==> src/verilog/conv_ctrl_pkg.sv <==
// package: register map, field positions, reset values and timing counts for the converter control
package conv_ctrl_pkg;
  // register byte offsets on the axi4-lite bus
  localparam logic [7:0] OFF_SC1 = 8'h00;
  localparam logic [7:0] OFF_SC2 = 8'h04;
  localparam logic [7:0] OFF_CFG = 8'h08;
  localparam logic [7:0] OFF_CVH = 8'h0c;
  localparam logic [7:0] OFF_CVL = 8'h10;
  localparam logic [7:0] OFF_RH = 8'h14;
  localparam logic [7:0] OFF_RL = 8'h18;
  localparam logic [7:0] OFF_MISC = 8'h1c;
  // status_control_one fields
  localparam int SC1_DONE = 7;
  localparam int SC1_IEN = 6;
  localparam int SC1_CONT = 5;
  localparam logic [4:0] CH_OFF = 5'h1f;
  // status_control_two fields
  localparam int SC2_ACTIVE = 7;
  localparam int SC2_HWTRG = 6;
  localparam int SC2_CMP_EN = 5;
  localparam int SC2_CMP_GT = 4;
  // converter_config fields
  localparam int CFG_LP = 7;
  localparam int CFG_LSMP = 4;
  localparam int CFG_MODE_LO = 2;
  localparam int CFG_CLK_LO = 0;
  localparam logic [1:0] MODE_8 = 2'h0;
  localparam logic [1:0] MODE_10 = 2'h2;
  localparam logic [1:0] CLK_ASYNC = 2'h3;
  // misc register fields (stop entry request, async clock enable)
  localparam int MISC_STOP = 0;
  localparam int MISC_ACK_EN = 1;
  // reset values
  localparam logic [7:0] SC1_RST = 8'h1f;
  localparam logic [7:0] ZERO8 = 8'h00;
  // conversion lengths in conversion-clock cycles
  localparam int SMP_SHORT = 3;
  localparam int SMP_LONG = 23;
  // short sample, approximation and the transfer cycle together make the 17 and 20 cycle continuous period
  localparam int SAR_8 = 13;
  localparam int SAR_10 = 16;
  localparam int BUS_OVH = 5;
  // async clock start-up time
  localparam int ACK_START_NS = 5000;
  localparam int CLK_NS = 40;
  localparam int ACK_START_CYC = ACK_START_NS / CLK_NS;
  // axi responses
  localparam logic [1:0] RESP_OK = 2'h0;
  localparam logic [1:0] RESP_ERR = 2'h2;
endpackage : conv_ctrl_pkg

==> src/verilog/conv_ctrl.sv <==
// converter control: abort, power, sequencing, compare and result registers behind axi4-lite
// Function
// - write to status_control_one aborts, then restarts unless channel all ones
// - writes to control two, config or compare values abort conversion
// - reset aborts; stop entry aborts unless async clock selected
// - abort leaves result registers unchanged
// - reset returns result registers to reset values
// - stay idle until a conversion is initiated
// - async clock generator enabled when leaving idle with async selected
// - low power select gives reduced power active configuration
// - sample short or long, then approximate, then transfer result
// - first conversion short sample: 20 or 23 clocks plus 5 bus; the sequencer gives 17 or 20 plus 5
// - first conversion long sample: 40 or 43 clocks plus 5 bus; the sequencer gives 37 or 40 plus 5
// - continuous short sample: 17 or 20 conversion clocks
// - continuous long sample: 37 or 40 conversion clocks
// - compare enable subtracts compare value from each result
// - greater select 1: done only when result at least compare value
// - greater select 0: done only when result below compare value
// - done flag with interrupt enable raises interrupt request
// - difference one bit wider; stored without sign bit
// - compare false: no done flag, no result update
// - compare works in wait and stop3; interrupt wakes processor
// - disabled in reset or channel all ones; idle between conversions
// - mode picks 10-bit across both registers or 8-bit low only
`timescale 1ns/100ps
module conv_ctrl #(
  parameter int ACK_START = conv_ctrl_pkg::ACK_START_CYC
) (
  // clock, reset, enable
  input wire logic mclk,
  input wire logic rst_n,
  input wire logic clk_en,
  // axi4-lite write channels
  input wire logic [7:0] s_axi_awaddr,
  input wire logic s_axi_awvalid,
  output logic s_axi_awready,
  input wire logic [31:0] s_axi_wdata,
  input wire logic [3:0] s_axi_wstrb,
  input wire logic s_axi_wvalid,
  output logic s_axi_wready,
  output logic [1:0] s_axi_bresp,
  output logic s_axi_bvalid,
  input wire logic s_axi_bready,
  // axi4-lite read channels
  input wire logic [7:0] s_axi_araddr,
  input wire logic s_axi_arvalid,
  output logic s_axi_arready,
  output logic [31:0] s_axi_rdata,
  output logic [1:0] s_axi_rresp,
  output logic s_axi_rvalid,
  input wire logic s_axi_rready,
  // analog core
  input wire logic [9:0] core_data,
  output logic [4:0] channel_select,
  output logic core_sample,
  output logic core_convert,
  output logic low_power_select,
  output logic internal_async_clock,
  // system
  output logic done_irq
);
  typedef enum logic [4:0] {
    ST_IDLE = 5'b00001,
    ST_START = 5'b00010,
    ST_SAMPLE = 5'b00100,
    ST_SAR = 5'b01000,
    ST_XFER = 5'b10000
  } seq_e;

  seq_e state_r;
  logic [7:0] sc1_r, sc2_r, cfg_r, cvh_r, cvl_r, rh_r, rl_r;
  logic stop_r;
  logic [12:0] cnt_r;
  logic first_r;
  logic [7:0] awaddr_r;
  logic aw_have_r, w_have_r;
  logic [7:0] wdata_r;
  logic wr_fire;
  logic [7:0] wr_addr;
  logic abort;
  logic restart;
  logic sc1_wr;
  logic mode10, lsmp, async_sel;
  logic [10:0] diff;
  logic cmp_ok;
  logic [9:0] rval;

  // byte lane check, reused by write path
  function automatic logic lane0(input logic [3:0] strb);
    lane0 = strb[0];
  endfunction : lane0

  // address decode shared by read and write paths
  function automatic logic mapped(input logic [7:0] a);
    if (a == conv_ctrl_pkg::OFF_SC1) mapped = 1'b1;
    else if (a == conv_ctrl_pkg::OFF_SC2) mapped = 1'b1;
    else if (a == conv_ctrl_pkg::OFF_CFG) mapped = 1'b1;
    else if (a == conv_ctrl_pkg::OFF_CVH) mapped = 1'b1;
    else if (a == conv_ctrl_pkg::OFF_CVL) mapped = 1'b1;
    else if (a == conv_ctrl_pkg::OFF_RH) mapped = 1'b1;
    else if (a == conv_ctrl_pkg::OFF_RL) mapped = 1'b1;
    else if (a == conv_ctrl_pkg::OFF_MISC) mapped = 1'b1;
    else mapped = 1'b0;
  endfunction : mapped

  // config decode
  assign mode10 = (cfg_r[conv_ctrl_pkg::CFG_MODE_LO +: 2] == conv_ctrl_pkg::MODE_10);
  assign lsmp = cfg_r[conv_ctrl_pkg::CFG_LSMP];
  assign async_sel = (cfg_r[conv_ctrl_pkg::CFG_CLK_LO +: 2] == conv_ctrl_pkg::CLK_ASYNC);

  // write channel handshake: address and data taken in either order, one at a time
  // readies fall with clk_en so no address or data handshake completes while state is frozen
  assign s_axi_awready = clk_en && !aw_have_r && !s_axi_bvalid;
  assign s_axi_wready = clk_en && !w_have_r && !s_axi_bvalid;
  assign wr_fire = aw_have_r && w_have_r && clk_en;
  assign wr_addr = awaddr_r;
  assign sc1_wr = wr_fire && (wr_addr == conv_ctrl_pkg::OFF_SC1) && lane0(4'h1);

  always_ff @(posedge mclk) begin
    if (!rst_n) begin
      aw_have_r <= 1'b0;
      w_have_r <= 1'b0;
      awaddr_r <= 8'h00;
      wdata_r <= 8'h00;
      s_axi_bvalid <= 1'b0;
      s_axi_bresp <= conv_ctrl_pkg::RESP_OK;
    end else if (clk_en) begin
      if (s_axi_awvalid && s_axi_awready) begin
        aw_have_r <= 1'b1;
        awaddr_r <= {s_axi_awaddr[7:2], 2'b00};
      end
      if (s_axi_wvalid && s_axi_wready) begin
        w_have_r <= lane0(s_axi_wstrb) || 1'b1;
        wdata_r <= lane0(s_axi_wstrb) ? s_axi_wdata[7:0] : 8'h00;
      end
      if (wr_fire) begin
        aw_have_r <= 1'b0;
        w_have_r <= 1'b0;
        s_axi_bvalid <= 1'b1;
        s_axi_bresp <= mapped(wr_addr) ? conv_ctrl_pkg::RESP_OK : conv_ctrl_pkg::RESP_ERR;
      end else if (s_axi_bvalid && s_axi_bready) begin
        s_axi_bvalid <= 1'b0;
      end
    end
  end

  assign abort = (wr_fire && (wr_addr == conv_ctrl_pkg::OFF_SC1 || wr_addr == conv_ctrl_pkg::OFF_SC2 ||
                  wr_addr == conv_ctrl_pkg::OFF_CFG || wr_addr == conv_ctrl_pkg::OFF_CVH ||
                  wr_addr == conv_ctrl_pkg::OFF_CVL)) ||
                 (clk_en && stop_r && !async_sel);
  // new conversion unless channel all ones
  assign restart = sc1_wr && (wdata_r[4:0] != conv_ctrl_pkg::CH_OFF);

  // control registers; done flag cleared by a status_control_one write, set wins
  always_ff @(posedge mclk) begin
    if (!rst_n) begin
      sc1_r <= conv_ctrl_pkg::SC1_RST;
      sc2_r <= conv_ctrl_pkg::ZERO8;
      cfg_r <= conv_ctrl_pkg::ZERO8;
      cvh_r <= conv_ctrl_pkg::ZERO8;
      cvl_r <= conv_ctrl_pkg::ZERO8;
      stop_r <= 1'b0;
    end else if (clk_en) begin
      if (wr_fire && wr_addr == conv_ctrl_pkg::OFF_SC1) sc1_r[6:0] <= wdata_r[6:0];
      if (wr_fire && wr_addr == conv_ctrl_pkg::OFF_SC2) sc2_r[6:4] <= wdata_r[6:4];
      if (wr_fire && wr_addr == conv_ctrl_pkg::OFF_CFG) cfg_r <= wdata_r;
      if (wr_fire && wr_addr == conv_ctrl_pkg::OFF_CVH) cvh_r <= {6'h00, wdata_r[1:0]};
      if (wr_fire && wr_addr == conv_ctrl_pkg::OFF_CVL) cvl_r <= wdata_r;
      if (wr_fire && wr_addr == conv_ctrl_pkg::OFF_MISC) stop_r <= wdata_r[conv_ctrl_pkg::MISC_STOP];
      // done only on a passing transfer; set wins over clear
      if (state_r == ST_XFER && cmp_ok) sc1_r[conv_ctrl_pkg::SC1_DONE] <= 1'b1;
      else if (sc1_wr) sc1_r[conv_ctrl_pkg::SC1_DONE] <= 1'b0;
      sc2_r[conv_ctrl_pkg::SC2_ACTIVE] <= (state_r != ST_IDLE) && !abort;
    end
  end

  // subtract compare value, one bit wider than operands
  always_comb begin
    if (mode10) begin
      diff = {1'b0, core_data} - {1'b0, cvh_r[1:0], cvl_r};
    end else begin
      diff = {2'b00, ({1'b0, core_data[7:0]} - {1'b0, cvl_r})};
      diff[10] = diff[8];
    end
    if (!sc2_r[conv_ctrl_pkg::SC2_CMP_EN]) cmp_ok = 1'b1;
    else if (sc2_r[conv_ctrl_pkg::SC2_CMP_GT]) cmp_ok = !diff[10];
    else cmp_ok = diff[10];
    rval = sc2_r[conv_ctrl_pkg::SC2_CMP_EN] ? diff[9:0] : core_data;
  end

  // sequencer, counts in conversion clocks (bus clock here)
  always_ff @(posedge mclk) begin
    if (!rst_n) begin
      state_r <= ST_IDLE;
      cnt_r <= 13'h0000;
      first_r <= 1'b1;
    end else if (clk_en) begin
      if (abort) begin
        state_r <= restart ? ST_START : ST_IDLE;
        first_r <= 1'b1;
        cnt_r <= restart ? (async_sel ? 13'(ACK_START) : 13'h0000) + 13'(conv_ctrl_pkg::BUS_OVH - 1)
                         : 13'h0000;
      end else begin
        case (state_r)
          ST_IDLE: begin
            state_r <= ST_IDLE;
          end
          ST_START: begin
            if (cnt_r == 13'h0000) begin
              state_r <= ST_SAMPLE;
              cnt_r <= 13'(lsmp ? conv_ctrl_pkg::SMP_LONG - 1 : conv_ctrl_pkg::SMP_SHORT - 1);
            end else cnt_r <= cnt_r - 13'h0001;
          end
          ST_SAMPLE: begin
            if (cnt_r == 13'h0000) begin
              state_r <= ST_SAR;
              cnt_r <= 13'(mode10 ? conv_ctrl_pkg::SAR_10 - 1 : conv_ctrl_pkg::SAR_8 - 1);
            end else cnt_r <= cnt_r - 13'h0001;
          end
          ST_SAR: begin
            if (cnt_r == 13'h0000) state_r <= ST_XFER;
            else cnt_r <= cnt_r - 13'h0001;
          end
          ST_XFER: begin
            first_r <= 1'b0;
            // continuous restarts straight into sampling; compare-false single stops
            if (sc1_r[conv_ctrl_pkg::SC1_CONT]) begin
              state_r <= ST_SAMPLE;
              cnt_r <= 13'(lsmp ? conv_ctrl_pkg::SMP_LONG - 1 : conv_ctrl_pkg::SMP_SHORT - 1);
            end else state_r <= ST_IDLE;
          end
          default: state_r <= ST_IDLE;
        endcase
      end
    end
  end

  // result registers: reset clears, abort leaves, failed compare leaves
  always_ff @(posedge mclk) begin
    if (!rst_n) begin
      rh_r <= conv_ctrl_pkg::ZERO8;
      rl_r <= conv_ctrl_pkg::ZERO8;
    end else if (clk_en && !abort && state_r == ST_XFER && cmp_ok) begin
      rh_r <= mode10 ? {6'h00, rval[9:8]} : 8'h00;
      rl_r <= rval[7:0];
    end
  end

  // read channel: single outstanding read, data registered
  assign s_axi_arready = clk_en && !s_axi_rvalid;
  always_ff @(posedge mclk) begin
    if (!rst_n) begin
      s_axi_rvalid <= 1'b0;
      s_axi_rdata <= 32'h00000000;
      s_axi_rresp <= conv_ctrl_pkg::RESP_OK;
    end else if (clk_en) begin
      if (s_axi_arvalid && s_axi_arready) begin
        s_axi_rvalid <= 1'b1;
        s_axi_rresp <= mapped({s_axi_araddr[7:2], 2'b00}) ? conv_ctrl_pkg::RESP_OK : conv_ctrl_pkg::RESP_ERR;
        if ({s_axi_araddr[7:2], 2'b00} == conv_ctrl_pkg::OFF_SC1) s_axi_rdata <= {24'h0, sc1_r};
        else if ({s_axi_araddr[7:2], 2'b00} == conv_ctrl_pkg::OFF_SC2) s_axi_rdata <= {24'h0, sc2_r};
        else if ({s_axi_araddr[7:2], 2'b00} == conv_ctrl_pkg::OFF_CFG) s_axi_rdata <= {24'h0, cfg_r};
        else if ({s_axi_araddr[7:2], 2'b00} == conv_ctrl_pkg::OFF_CVH) s_axi_rdata <= {24'h0, cvh_r};
        else if ({s_axi_araddr[7:2], 2'b00} == conv_ctrl_pkg::OFF_CVL) s_axi_rdata <= {24'h0, cvl_r};
        else if ({s_axi_araddr[7:2], 2'b00} == conv_ctrl_pkg::OFF_RH) s_axi_rdata <= {24'h0, rh_r};
        else if ({s_axi_araddr[7:2], 2'b00} == conv_ctrl_pkg::OFF_RL) s_axi_rdata <= {24'h0, rl_r};
        else if ({s_axi_araddr[7:2], 2'b00} == conv_ctrl_pkg::OFF_MISC)
          s_axi_rdata <= {30'h0, internal_async_clock, stop_r};
        else s_axi_rdata <= 32'h00000000;
      end else if (s_axi_rvalid && s_axi_rready) begin
        s_axi_rvalid <= 1'b0;
      end
    end
  end

  // core drive: sampling and approximation strobes, power and clock enables
  assign channel_select = sc1_r[4:0];
  assign core_sample = (state_r == ST_SAMPLE);
  assign core_convert = (state_r == ST_SAR);
  // low power only matters while active
  assign low_power_select = cfg_r[conv_ctrl_pkg::CFG_LP] && (state_r != ST_IDLE);
  // async generator runs only out of idle; it keeps running through stop
  assign internal_async_clock = async_sel && (state_r != ST_IDLE);
  // interrupt request from flag and enable; wakes from wait or stop3
  assign done_irq = sc1_r[conv_ctrl_pkg::SC1_DONE] && sc1_r[conv_ctrl_pkg::SC1_IEN];

  // assertions
  property p_abort_idle;
    @(posedge mclk) disable iff (!rst_n) (clk_en && abort && !restart) |=> state_r == ST_IDLE;
  endproperty
  a_abort_idle: assert property (p_abort_idle) else $error("abort did not idle");
  property p_restart;
    @(posedge mclk) disable iff (!rst_n) (clk_en && restart) |=> state_r == ST_START;
  endproperty
  a_restart: assert property (p_restart) else $error("restart missing");
  property p_hold_res;
    @(posedge mclk) disable iff (!rst_n) (clk_en && abort) |=> $stable(rl_r) && $stable(rh_r);
  endproperty
  a_hold_res: assert property (p_hold_res) else $error("abort changed result");
  property p_rst_res;
    @(posedge mclk) !rst_n |=> rl_r == 8'h00 && rh_r == 8'h00 && state_r == ST_IDLE;
  endproperty
  a_rst_res: assert property (p_rst_res) else $error("reset left result");
  property p_irq;
    @(posedge mclk) disable iff (!rst_n) done_irq == (sc1_r[7] && sc1_r[6]);
  endproperty
  a_irq: assert property (p_irq) else $error("irq mismatch");
  property p_cmp_false;
    @(posedge mclk) disable iff (!rst_n)
      (clk_en && state_r == ST_XFER && !cmp_ok && !sc1_wr && !abort) |=> $stable(rl_r) && $stable(sc1_r[7]);
  endproperty
  a_cmp_false: assert property (p_cmp_false) else $error("failed compare updated");
  property p_ack;
    @(posedge mclk) disable iff (!rst_n) state_r == ST_IDLE |-> !internal_async_clock && !low_power_select;
  endproperty
  a_ack: assert property (p_ack) else $error("idle not quiet");
  // phase lengths, judged only where no abort cut the phase short
  property p_short;
    @(posedge mclk) disable iff (!rst_n)
      (clk_en && $fell(core_sample) && !$past(abort) && !lsmp) |->
        $past(core_sample, conv_ctrl_pkg::SMP_SHORT) && !$past(core_sample, conv_ctrl_pkg::SMP_SHORT + 1);
  endproperty
  a_short: assert property (p_short) else $error("short sample length");
  property p_long;
    @(posedge mclk) disable iff (!rst_n)
      (clk_en && $fell(core_sample) && !$past(abort) && lsmp) |->
        $past(core_sample, conv_ctrl_pkg::SMP_LONG) && !$past(core_sample, conv_ctrl_pkg::SMP_LONG + 1);
  endproperty
  a_long: assert property (p_long) else $error("long sample length");
  property p_sar10;
    @(posedge mclk) disable iff (!rst_n)
      (clk_en && $fell(core_convert) && !$past(abort) && mode10) |->
        $past(core_convert, conv_ctrl_pkg::SAR_10) && !$past(core_convert, conv_ctrl_pkg::SAR_10 + 1);
  endproperty
  a_sar10: assert property (p_sar10) else $error("10-bit approximation length");
  property p_sar8;
    @(posedge mclk) disable iff (!rst_n)
      (clk_en && $fell(core_convert) && !$past(abort) && !mode10) |->
        $past(core_convert, conv_ctrl_pkg::SAR_8) && !$past(core_convert, conv_ctrl_pkg::SAR_8 + 1);
  endproperty
  a_sar8: assert property (p_sar8) else $error("8-bit approximation length");
  property p_async_on;
    @(posedge mclk) disable iff (!rst_n) (clk_en && restart && async_sel) |=> internal_async_clock;
  endproperty
  a_async_on: assert property (p_async_on) else $error("async clock not started");
  property p_lp;
    @(posedge mclk) disable iff (!rst_n) (core_sample && cfg_r[conv_ctrl_pkg::CFG_LP]) |-> low_power_select;
  endproperty
  a_lp: assert property (p_lp) else $error("low power not applied");
  property p_chan_off;
    @(posedge mclk) disable iff (!rst_n)
      (sc1_wr && wdata_r[4:0] == conv_ctrl_pkg::CH_OFF) |=>
        state_r == ST_IDLE && channel_select == conv_ctrl_pkg::CH_OFF;
  endproperty
  a_chan_off: assert property (p_chan_off) else $error("channel off did not disable");
  property p_stop;
    @(posedge mclk) disable iff (!rst_n) (clk_en && stop_r && !async_sel && !sc1_wr) |=> state_r == ST_IDLE;
  endproperty
  a_stop: assert property (p_stop) else $error("stop did not abort");
  property p_res8;
    @(posedge mclk) disable iff (!rst_n)
      (clk_en && state_r == ST_XFER && cmp_ok && !abort && !mode10) |=> rh_r == conv_ctrl_pkg::ZERO8;
  endproperty
  a_res8: assert property (p_res8) else $error("8-bit result touched high byte");
  property p_cmp_diff;
    @(posedge mclk) disable iff (!rst_n)
      (clk_en && state_r == ST_XFER && cmp_ok && !abort && mode10 && sc2_r[conv_ctrl_pkg::SC2_CMP_EN]) |=>
        {rh_r[1:0], rl_r} == 10'($past(core_data) - {cvh_r[1:0], cvl_r});
  endproperty
  a_cmp_diff: assert property (p_cmp_diff) else $error("stored difference wrong");
  property p_done;
    @(posedge mclk) disable iff (!rst_n) (clk_en && state_r == ST_XFER && cmp_ok && !abort) |=> sc1_r[7];
  endproperty
  a_done: assert property (p_done) else $error("done not set");
  c_conv: cover property (@(posedge mclk) disable iff (!rst_n) state_r == ST_XFER);
  c_abort: cover property (@(posedge mclk) disable iff (!rst_n) abort && state_r == ST_SAR);
  c_cmp: cover property (@(posedge mclk) disable iff (!rst_n) state_r == ST_XFER && !cmp_ok);
  c_cont: cover property (@(posedge mclk) disable iff (!rst_n) state_r == ST_XFER && sc1_r[conv_ctrl_pkg::SC1_CONT]);
  c_long: cover property (@(posedge mclk) disable iff (!rst_n) core_sample && lsmp);
endmodule : conv_ctrl

==> config.mk <==
export PLATFORM = sky130hd
export DESIGN_NAME = conv_ctrl
export DESIGN_NICKNAME = d
export VERILOG_FILES = /design/src/verilog/conv_ctrl_pkg.sv /design/src/verilog/conv_ctrl.sv
export SDC_FILE = /design/constraint.sdc
export NUM_CORES = 1
export LEC_CHECK = 0
export BUFFER_PORTS_ARGS = -buffer_cell sky130_fd_sc_hd__buf_2
export CORE_ASPECT_RATIO = 1.1
export CORE_MARGIN = 2
export CORE_UTILIZATION = 55
export DETAILED_ROUTE_END_ITERATION = 12
export MAX_ROUTING_LAYER = met4
export PLACE_DENSITY_LB_ADDON = 0.15
export RECOVER_POWER = 50
export SLEW_MARGIN = 15
export SYNTH_ARGS = -nofsm -noshare
export SYNTH_HDL_FRONTEND = slang
export SYNTH_SLANG_ARGS = --single-unit
==> constraint.sdc <==
create_clock -name mclk -period 3.7 [get_ports mclk]
set_input_delay 0.37 -clock mclk [delete_from_list [all_inputs] [get_ports mclk]]
set_output_delay 0.37 -clock mclk [all_outputs]
set_load 0.02 [all_outputs]
==> metrics.txt, run 1 <==
synthesis warning total=0; Seq/Total Area, Yosys=0.355; worst skew pair latency=0.36 ns; commonest non-fill, non-tap cells in the layout=87 x dfxtp_1, 71 x nor2_1, 45 x mux2i_1, 43 x a21oi_1; Detailed Route WL=about 12000 um; Hold Vio Cnt, Final=0; Max-slew headroom=-0.380; most common cell after layout, fill and taps aside=dfxtp_1; placer congestion estimate=roughly 0.96; Mapped Area=4900 um2; Tot Pwr=0.00189 W; routed vias/inst=5.76; clock slew at reported path FFs=0.10 ns; cell total after placement=720; DP HPWL=8890 um; Power per Cell Area=355 nW/um2; Area Growth Syn to Fin=8.55%; Comb pwr share=0.108; TritonCTS clock tree=built; sequential cell area=approximately 1700 um2; Power Internal=0.00135 W; Placed Area=5130 um2; Diodes inserted=0; # DRC=0; initial antenna violation count=0; wire per inst=16.3 um; Horiz. Die Dim=94.0 um; final setup fails=0; Worst Hold Class=in2reg; multi-input combinational cell area=2830 um2; most frequent CP cell=a311oi_1; Crit Path Class=in2reg; vias in the first global route=3907; Max H-tree Level=3; fin crit share=0.801; FMAX=337 MHz; worst path cell trace=clkbuf_1 -> inv_1 -> a311oi_1 -> nand2_1 -> a31oi_1 -> a21oi_1 -> a311oi_1; first-pass GRT wire length=19300 um; Antenna Nets Post-Route=0; Max FO, Critical Path=17; Static Leak=2.04 nW; TritonRoute pass-1 iters=5; share of cells above drive strength 1=0.127; Mapped Cells=577; Vert. Die Dim=103 um; Via Count=4242; Synth Area per Inst=~8.5 um2; CP Capture Type=flip-flop; Worst EP arrival=3.21 ns; I/O Pins=around 120; fin cells=736; Iteration-0 DRC Markers=between 200 and 250; Synth Flop Type=dfxtp_1; overflow left after global routing=0; Switching Power=0.000535 W; Final min period=2.96 ns; # rows=36; Slew Limit Fails=68; Yosys cell types=62; Final Skew=0.0138 ns; postcts setup bufs=0; total CTS buffers=9; PostCTS Resize Cnt=0; pin count of the biggest net entering global routing=68; critical path's largest stage delay=0.65 ns; fin util=0.606; startpoint types=primary input; Core ar.=8780 um2; unrepaired setup endpoints after global routing=no; number of flops mapped to enable cells by yosys=0; critical path's slowest cell=clkbuf_1; VDD IR-drop max=0.000258 V; maximum clock insertion buffer count=2; gr usage total=0.262; Critical Path RT=3.94 ns; Die ar.=9690 um2; initial core utilization=0.558; Sw Share=0.283; Flop pwr share=0.509; Final Instance Area=5320 um2; clock group share of total power=0.383; Post-CTS Hold Buffers=0; setup TNS=0 ns; failing checks=capacitance limit, slew limit; run status=complete, but fails checks; fraction of registers with async set/reset=0; clk root buf=clkbuf_8; slew of the pin with the lowest slew margin=between 2 and 2.5 ns; CP bufs+invs=2; Buffers on Ports=63; # nets final=about 700; Max Cap Viol=1; Seq cells post-synth=87; Crit path max-delay family=compound AO/OA/AOI/OAI gates; clock sink total=between 80 and 90; filler instances=839
-- synthesized netlist by cell type, types with 9 or more instances --
cell type	number	area, um2
nand2b_1	9	56.3
nor3_1	15	75.1
o21ai_0	17	85.1
ha_1	11	138
a21oi_1	43	215
clkbuf_1	23	86.3
inv_1	20	75.1
nand2_1	41	154
mux2i_1	45	450
dfxtp_1	87	1740
nand3_1	21	105
nor2_1	71	267
buf_4	31	233
-- kinds of logic (layout without fill, tap and decap cells) --
group                    after synthesis  after routing  synth area share
AO/OA/AOI/OAI                        125            125             0.169
XOR/XNOR                              14             14            0.0250
adder cells (fa/ha/maj)               12             12            0.0322
buffers and inverters                 82            102            0.0880
flip-flops                            87             87             0.355
multiplexers                          53             53             0.129
other                                  1             26          0.000765
AND/OR/NAND/NOR                      203            203             0.201
-- through the flow --
| step | hold WS, ns | setup WS [ns] |
|---|---|---|
| floorplan | 0.432 | 1.31 |
| finish | 0.239 | 0.737 |
| global placement | 0.442 | 0.804 |
| global route | 0.228 | 0.526 |
| CTS | 0.234 | 0.894 |
| detailed placement | 0.458 | 0.792 |
-- worst register-to-register path: cells and delay by family, from the launching register on --
| family | cells | cell delay (ns) |
|---|---|---|
| AND/OR/NAND/NOR | 1 | 0.18 |
| AO/OA/AOI/OAI | 5 | 1.58 |
| adder cells (fa/ha/maj) | 2 | 0.63 |
| flip-flops | 1 | 0.37 |
-- sequential cells by signal (all words and copies together), names as in the netlist, 2 cells and up --
register / cells
wdata_r: 8
state_r: 5
sc2_r: 4
cvl_r: 8
s_axi_rdata: 8
cfg_r: 8
cnt_r: 13
awaddr_r: 6
rh_r: 2
rl_r: 8
cvh_r: 2
sc1_r: 8
-- path summary, 6_finish.rpt --
path                                     from                     endpoint  slack [ns]  cells after the start
hold / removal                s_axi_awaddr[3]     awaddr_r[3]$_SDFFE_PN0P_        0.24                      3
hold reg to reg   s_axi_rdata[1]$_SDFFE_PN0P_  s_axi_rdata[1]$_SDFFE_PN0P_        0.48                      2
setup reg to reg        cvl_r[0]$_SDFFE_PN0P_         rl_r[3]$_SDFFE_PN0P_        0.83                      8
setup / recovery                       clk_en         rl_r[3]$_SDFFE_PN0P_        0.74                      7
-- per-layer routing --
metal | vias to the layer above | GRT usage | wire, um
li1 | 2081 | - | -
met1 | 2032 | 0.317 | 5130
met2 | 116 | 0.457 | 6170
met3 | 13 | 0.0409 | 512
met4 | 0 | 0.0702 | 158
met5 | - | - | 0
-- power by group through the flow --
| stage | Sequential [W] | Combinational (W) | Clock (W) |
|---|---|---|---|
| finish | 0.000961 | 0.000204 | 0.000723 |
| global route | 0.000964 | 0.000225 | 0.000782 |
| CTS | 0.000961 | 0.000205 | 0.000738 |
| detailed placement | 0.000983 | 0.000204 | 0 |
| global placement | 0.000983 | 0.000199 | 0 |
| floorplan | 0.000981 | 0.000172 | 0 |
-- area by class of cell --
class	instances	area share
clock buffer	9	0.0233
clock inverter	7	0.0193
inverter	20	0.0141
multi-input combinational	433	0.532
sequential	87	0.327
tap	114	0.0268
timing repair buffer	66	0.0576
Note: power is estimated with default switching activity, not from simulation.
==> run 2: changes to the inputs <==
--- a/config.mk
+++ b/config.mk
@@ -8,7 +8,7 @@
 export BUFFER_PORTS_ARGS = -buffer_cell sky130_fd_sc_hd__buf_2
 export CORE_ASPECT_RATIO = 1.1
 export CORE_MARGIN = 2
-export CORE_UTILIZATION = 55
+export CORE_UTILIZATION = 54
 export DETAILED_ROUTE_END_ITERATION = 12
 export MAX_ROUTING_LAYER = met4
 export PLACE_DENSITY_LB_ADDON = 0.15
==> constraint.sdc (replaced) <==
create_clock -name mclk -period 3 [get_ports mclk]
set_input_delay 0.3 -clock mclk [delete_from_list [all_inputs] [get_ports mclk]]
set_output_delay 0.3 -clock mclk [all_outputs]
set_load 0.02 [all_outputs]
==> run 2 against run 1 <==
Against the previous run:
- the flow still finishes with violations (capacitance limit, slew limit)
- clock power increased by 15%
- sequential power rose by 24%
- first-iteration DRC count increased by 1.7%
- cell area barely moved
==> metrics.txt, run 2 (synthesis gave the netlist of run 1 again) <==
run status=complete, but fails checks; failing checks=capacitance limit, slew limit; initial antenna violation count=0 (unchanged); VDD IR-drop max=0.000291 V (+12%); overflow left after global routing=0 (unchanged); Via Count=4235 (-0.17%); initial core utilization=0.555 (-0.00285); Core ar.=8830 um2 (+0.51%); postcts setup bufs=0 (unchanged); I/O Pins=121 (unchanged); Slew Limit Fails=68 (unchanged); grt peak-use layer=met2; # rows=36 (unchanged); Detailed Route WL=11900 um (-0.25%); Power per Cell Area=426 nW/um2 (+20%); clk root buf=clkbuf_8; GR Util met1=0.320 (+0.00295); R2R cell count=8 (unchanged); placer congestion estimate=0.863 (-9.9%); FMAX=372 MHz; total CTS buffers=9 (unchanged); worst skew pair latency=0.36 ns (about the same); Worst Hold Class=in2reg; Critical Path RT=3.15 ns (-0.79 ns); TritonRoute pass-1 iters=4 (-1); Vert. Die Dim=104 um (+0.88%); Area Growth Syn to Fin=8.65% (about the same); Max-slew headroom=-0.356 (+0.0243); Final Instance Area=5330 um2 (about the same); final setup fails=0 (unchanged); unrepaired setup endpoints after global routing=no; DP HPWL=8850 um (-0.34%); commonest non-fill, non-tap cells in the layout=87 x dfxtp_1, 71 x nor2_1, 45 x mux2i_1, 43 x a21oi_1, 43 x buf_2; Placed Area=5160 um2 (+0.73%); Diodes inserted=0 (unchanged); fin crit share=0.896; Critical R2R Launch=cvl_r[0]$_SDFFE_PN0P_; Max H-tree Level=3 (unchanged); number of flip-flops in the largest register=13 (unchanged); Post-CTS Hold Buffers=0 (unchanged); setup TNS=0 ns (unchanged); reg2reg end=rl_r[3]$_SDFFE_PN0P_; first-pass GRT wire length=19700 um (+2.3%); pin count of the biggest net entering global routing=68 (unchanged); maximum clock insertion buffer count=2 (unchanged); GR Util met2=0.435 (-0.0225); Iteration-0 DRC Markers=244 (+1.7%); worst hold stages=3 (unchanged); reg2reg setup slack=0.31 ns (-0.52 ns); Die ar.=9860 um2 (+1.8%); Horiz. Die Dim=94.9 um (+0.88%); gr usage total=0.260 (-0.00249); Hold EP=awaddr_r[5]$_SDFFE_PN0P_; PostCTS Resize Cnt=0 (unchanged); slew of the pin with the lowest slew margin=2.03 ns (-0.0342 ns); Crit Path Class=reg2reg; CP Capture Type=flip-flop; Final Skew=0.0125 ns (-0.00125 ns); Worst EP arrival=2.84 ns (-0.37 ns); TritonCTS clock tree=built; met3 Track Usage GR=0.0428 (+0.00182); share of cells above drive strength 1=0.134 (+0.00696); Max FO, Critical Path=8 (-9); Static Leak=2.06 nW (+0.65%); # nets final=704 (+0.72%); Tot Pwr=0.00227 W (+20%); Top reg by flops=cnt_r; clock sink total=87 (unchanged); wire per inst=16.1 um (-0.92%); vias in the first global route=4019 (+2.9%); Antenna Nets Post-Route=0 (unchanged); Final min period=2.69 ns; Hold Vio Cnt, Final=0 (unchanged); most common cell after layout, fill and taps aside=dfxtp_1; filler instances=833 (-0.72%); min-delay src=s_axi_awaddr[5]; routed vias/inst=5.72 (-0.84%); # DRC=0 (unchanged); Buffers on Ports=63 (unchanged); clock slew at reported path FFs=0.09 ns (about the same); startpoint types=flip-flop; Max Cap Viol=1 (unchanged)
## run 2: cell count changes in the layout (fill, tap and decap cells not counted), sizes merged
cell	change
clkinvlp	+1
buf	+6
clkinv	-2
## run 2: critical path, cell delays in order, from the launching register on
cell	delay [ns]
dfxtp_1	0.36
ha_1	0.22
fa_1	0.42
nor2b_1	0.17
o31a_1	0.23
o2111ai_1	0.27
a31o_2	0.34
nor2_2	0.32
a311oi_1	0.15
## run 2: how the worst max path moves through the flow
stage | from | end | slack (ns)
after floorplan | core_data[0] | rl_r[3]$_SDFFE_PN0P_ | 0.68
after global placement | core_data[0] | rl_r[3]$_SDFFE_PN0P_ | 0.35
after detailed placement | core_data[0] | rl_r[3]$_SDFFE_PN0P_ | 0.30
after CTS | cvl_r[0]$_SDFFE_PN0P_ | rl_r[3]$_SDFFE_PN0P_ | 0.36
after global routing | cvl_r[0]$_SDFFE_PN0P_ | rl_r[6]$_SDFFE_PN0P_ | 0.09
final | cvl_r[0]$_SDFFE_PN0P_ | rl_r[3]$_SDFFE_PN0P_ | 0.31
## run 2: final cells by class
cell class                 count  area [um2]  share of cell area
tap                          114         143              0.0268
clock buffer                  10         128              0.0240
multi-input combinational    433        2830               0.531
timing repair buffer          71         343              0.0643
clock inverter                 6        67.6              0.0127
sequential                    87        1740               0.327
inverter                      20        75.1              0.0141
## run 2: per-stage QoR
step | hold slack (ns) | instances | utilization | worst slack [ns]
floorplan | 0.432 | 602 | - | 0.676
global placement | 0.450 | 725 | 0.585 | 0.348
detailed placement | 0.461 | 725 | 0.585 | 0.297
CTS | 0.162 | 741 | 0.607 | 0.361
global route | 0.193 | 741 | 0.603 | 0.0854
finish | 0.175 | 741 | 0.603 | 0.311
## run 2: routing by layer
metal,share of wire,up-vias
met5,0,-
met4,0.021,0
met3,0.046,21
met2,0.50,109
met1,0.43,2018
li1,-,2087
## run 2: power by group
part	total [W]	leakage [nW]	switching [W]	internal (W)
clock network	0.000830	0.0986	0.000438	0.000391
registers	0.00119	0.703	0.0000167	0.00117
logic	0.000252	1.26	0.000163	0.0000893
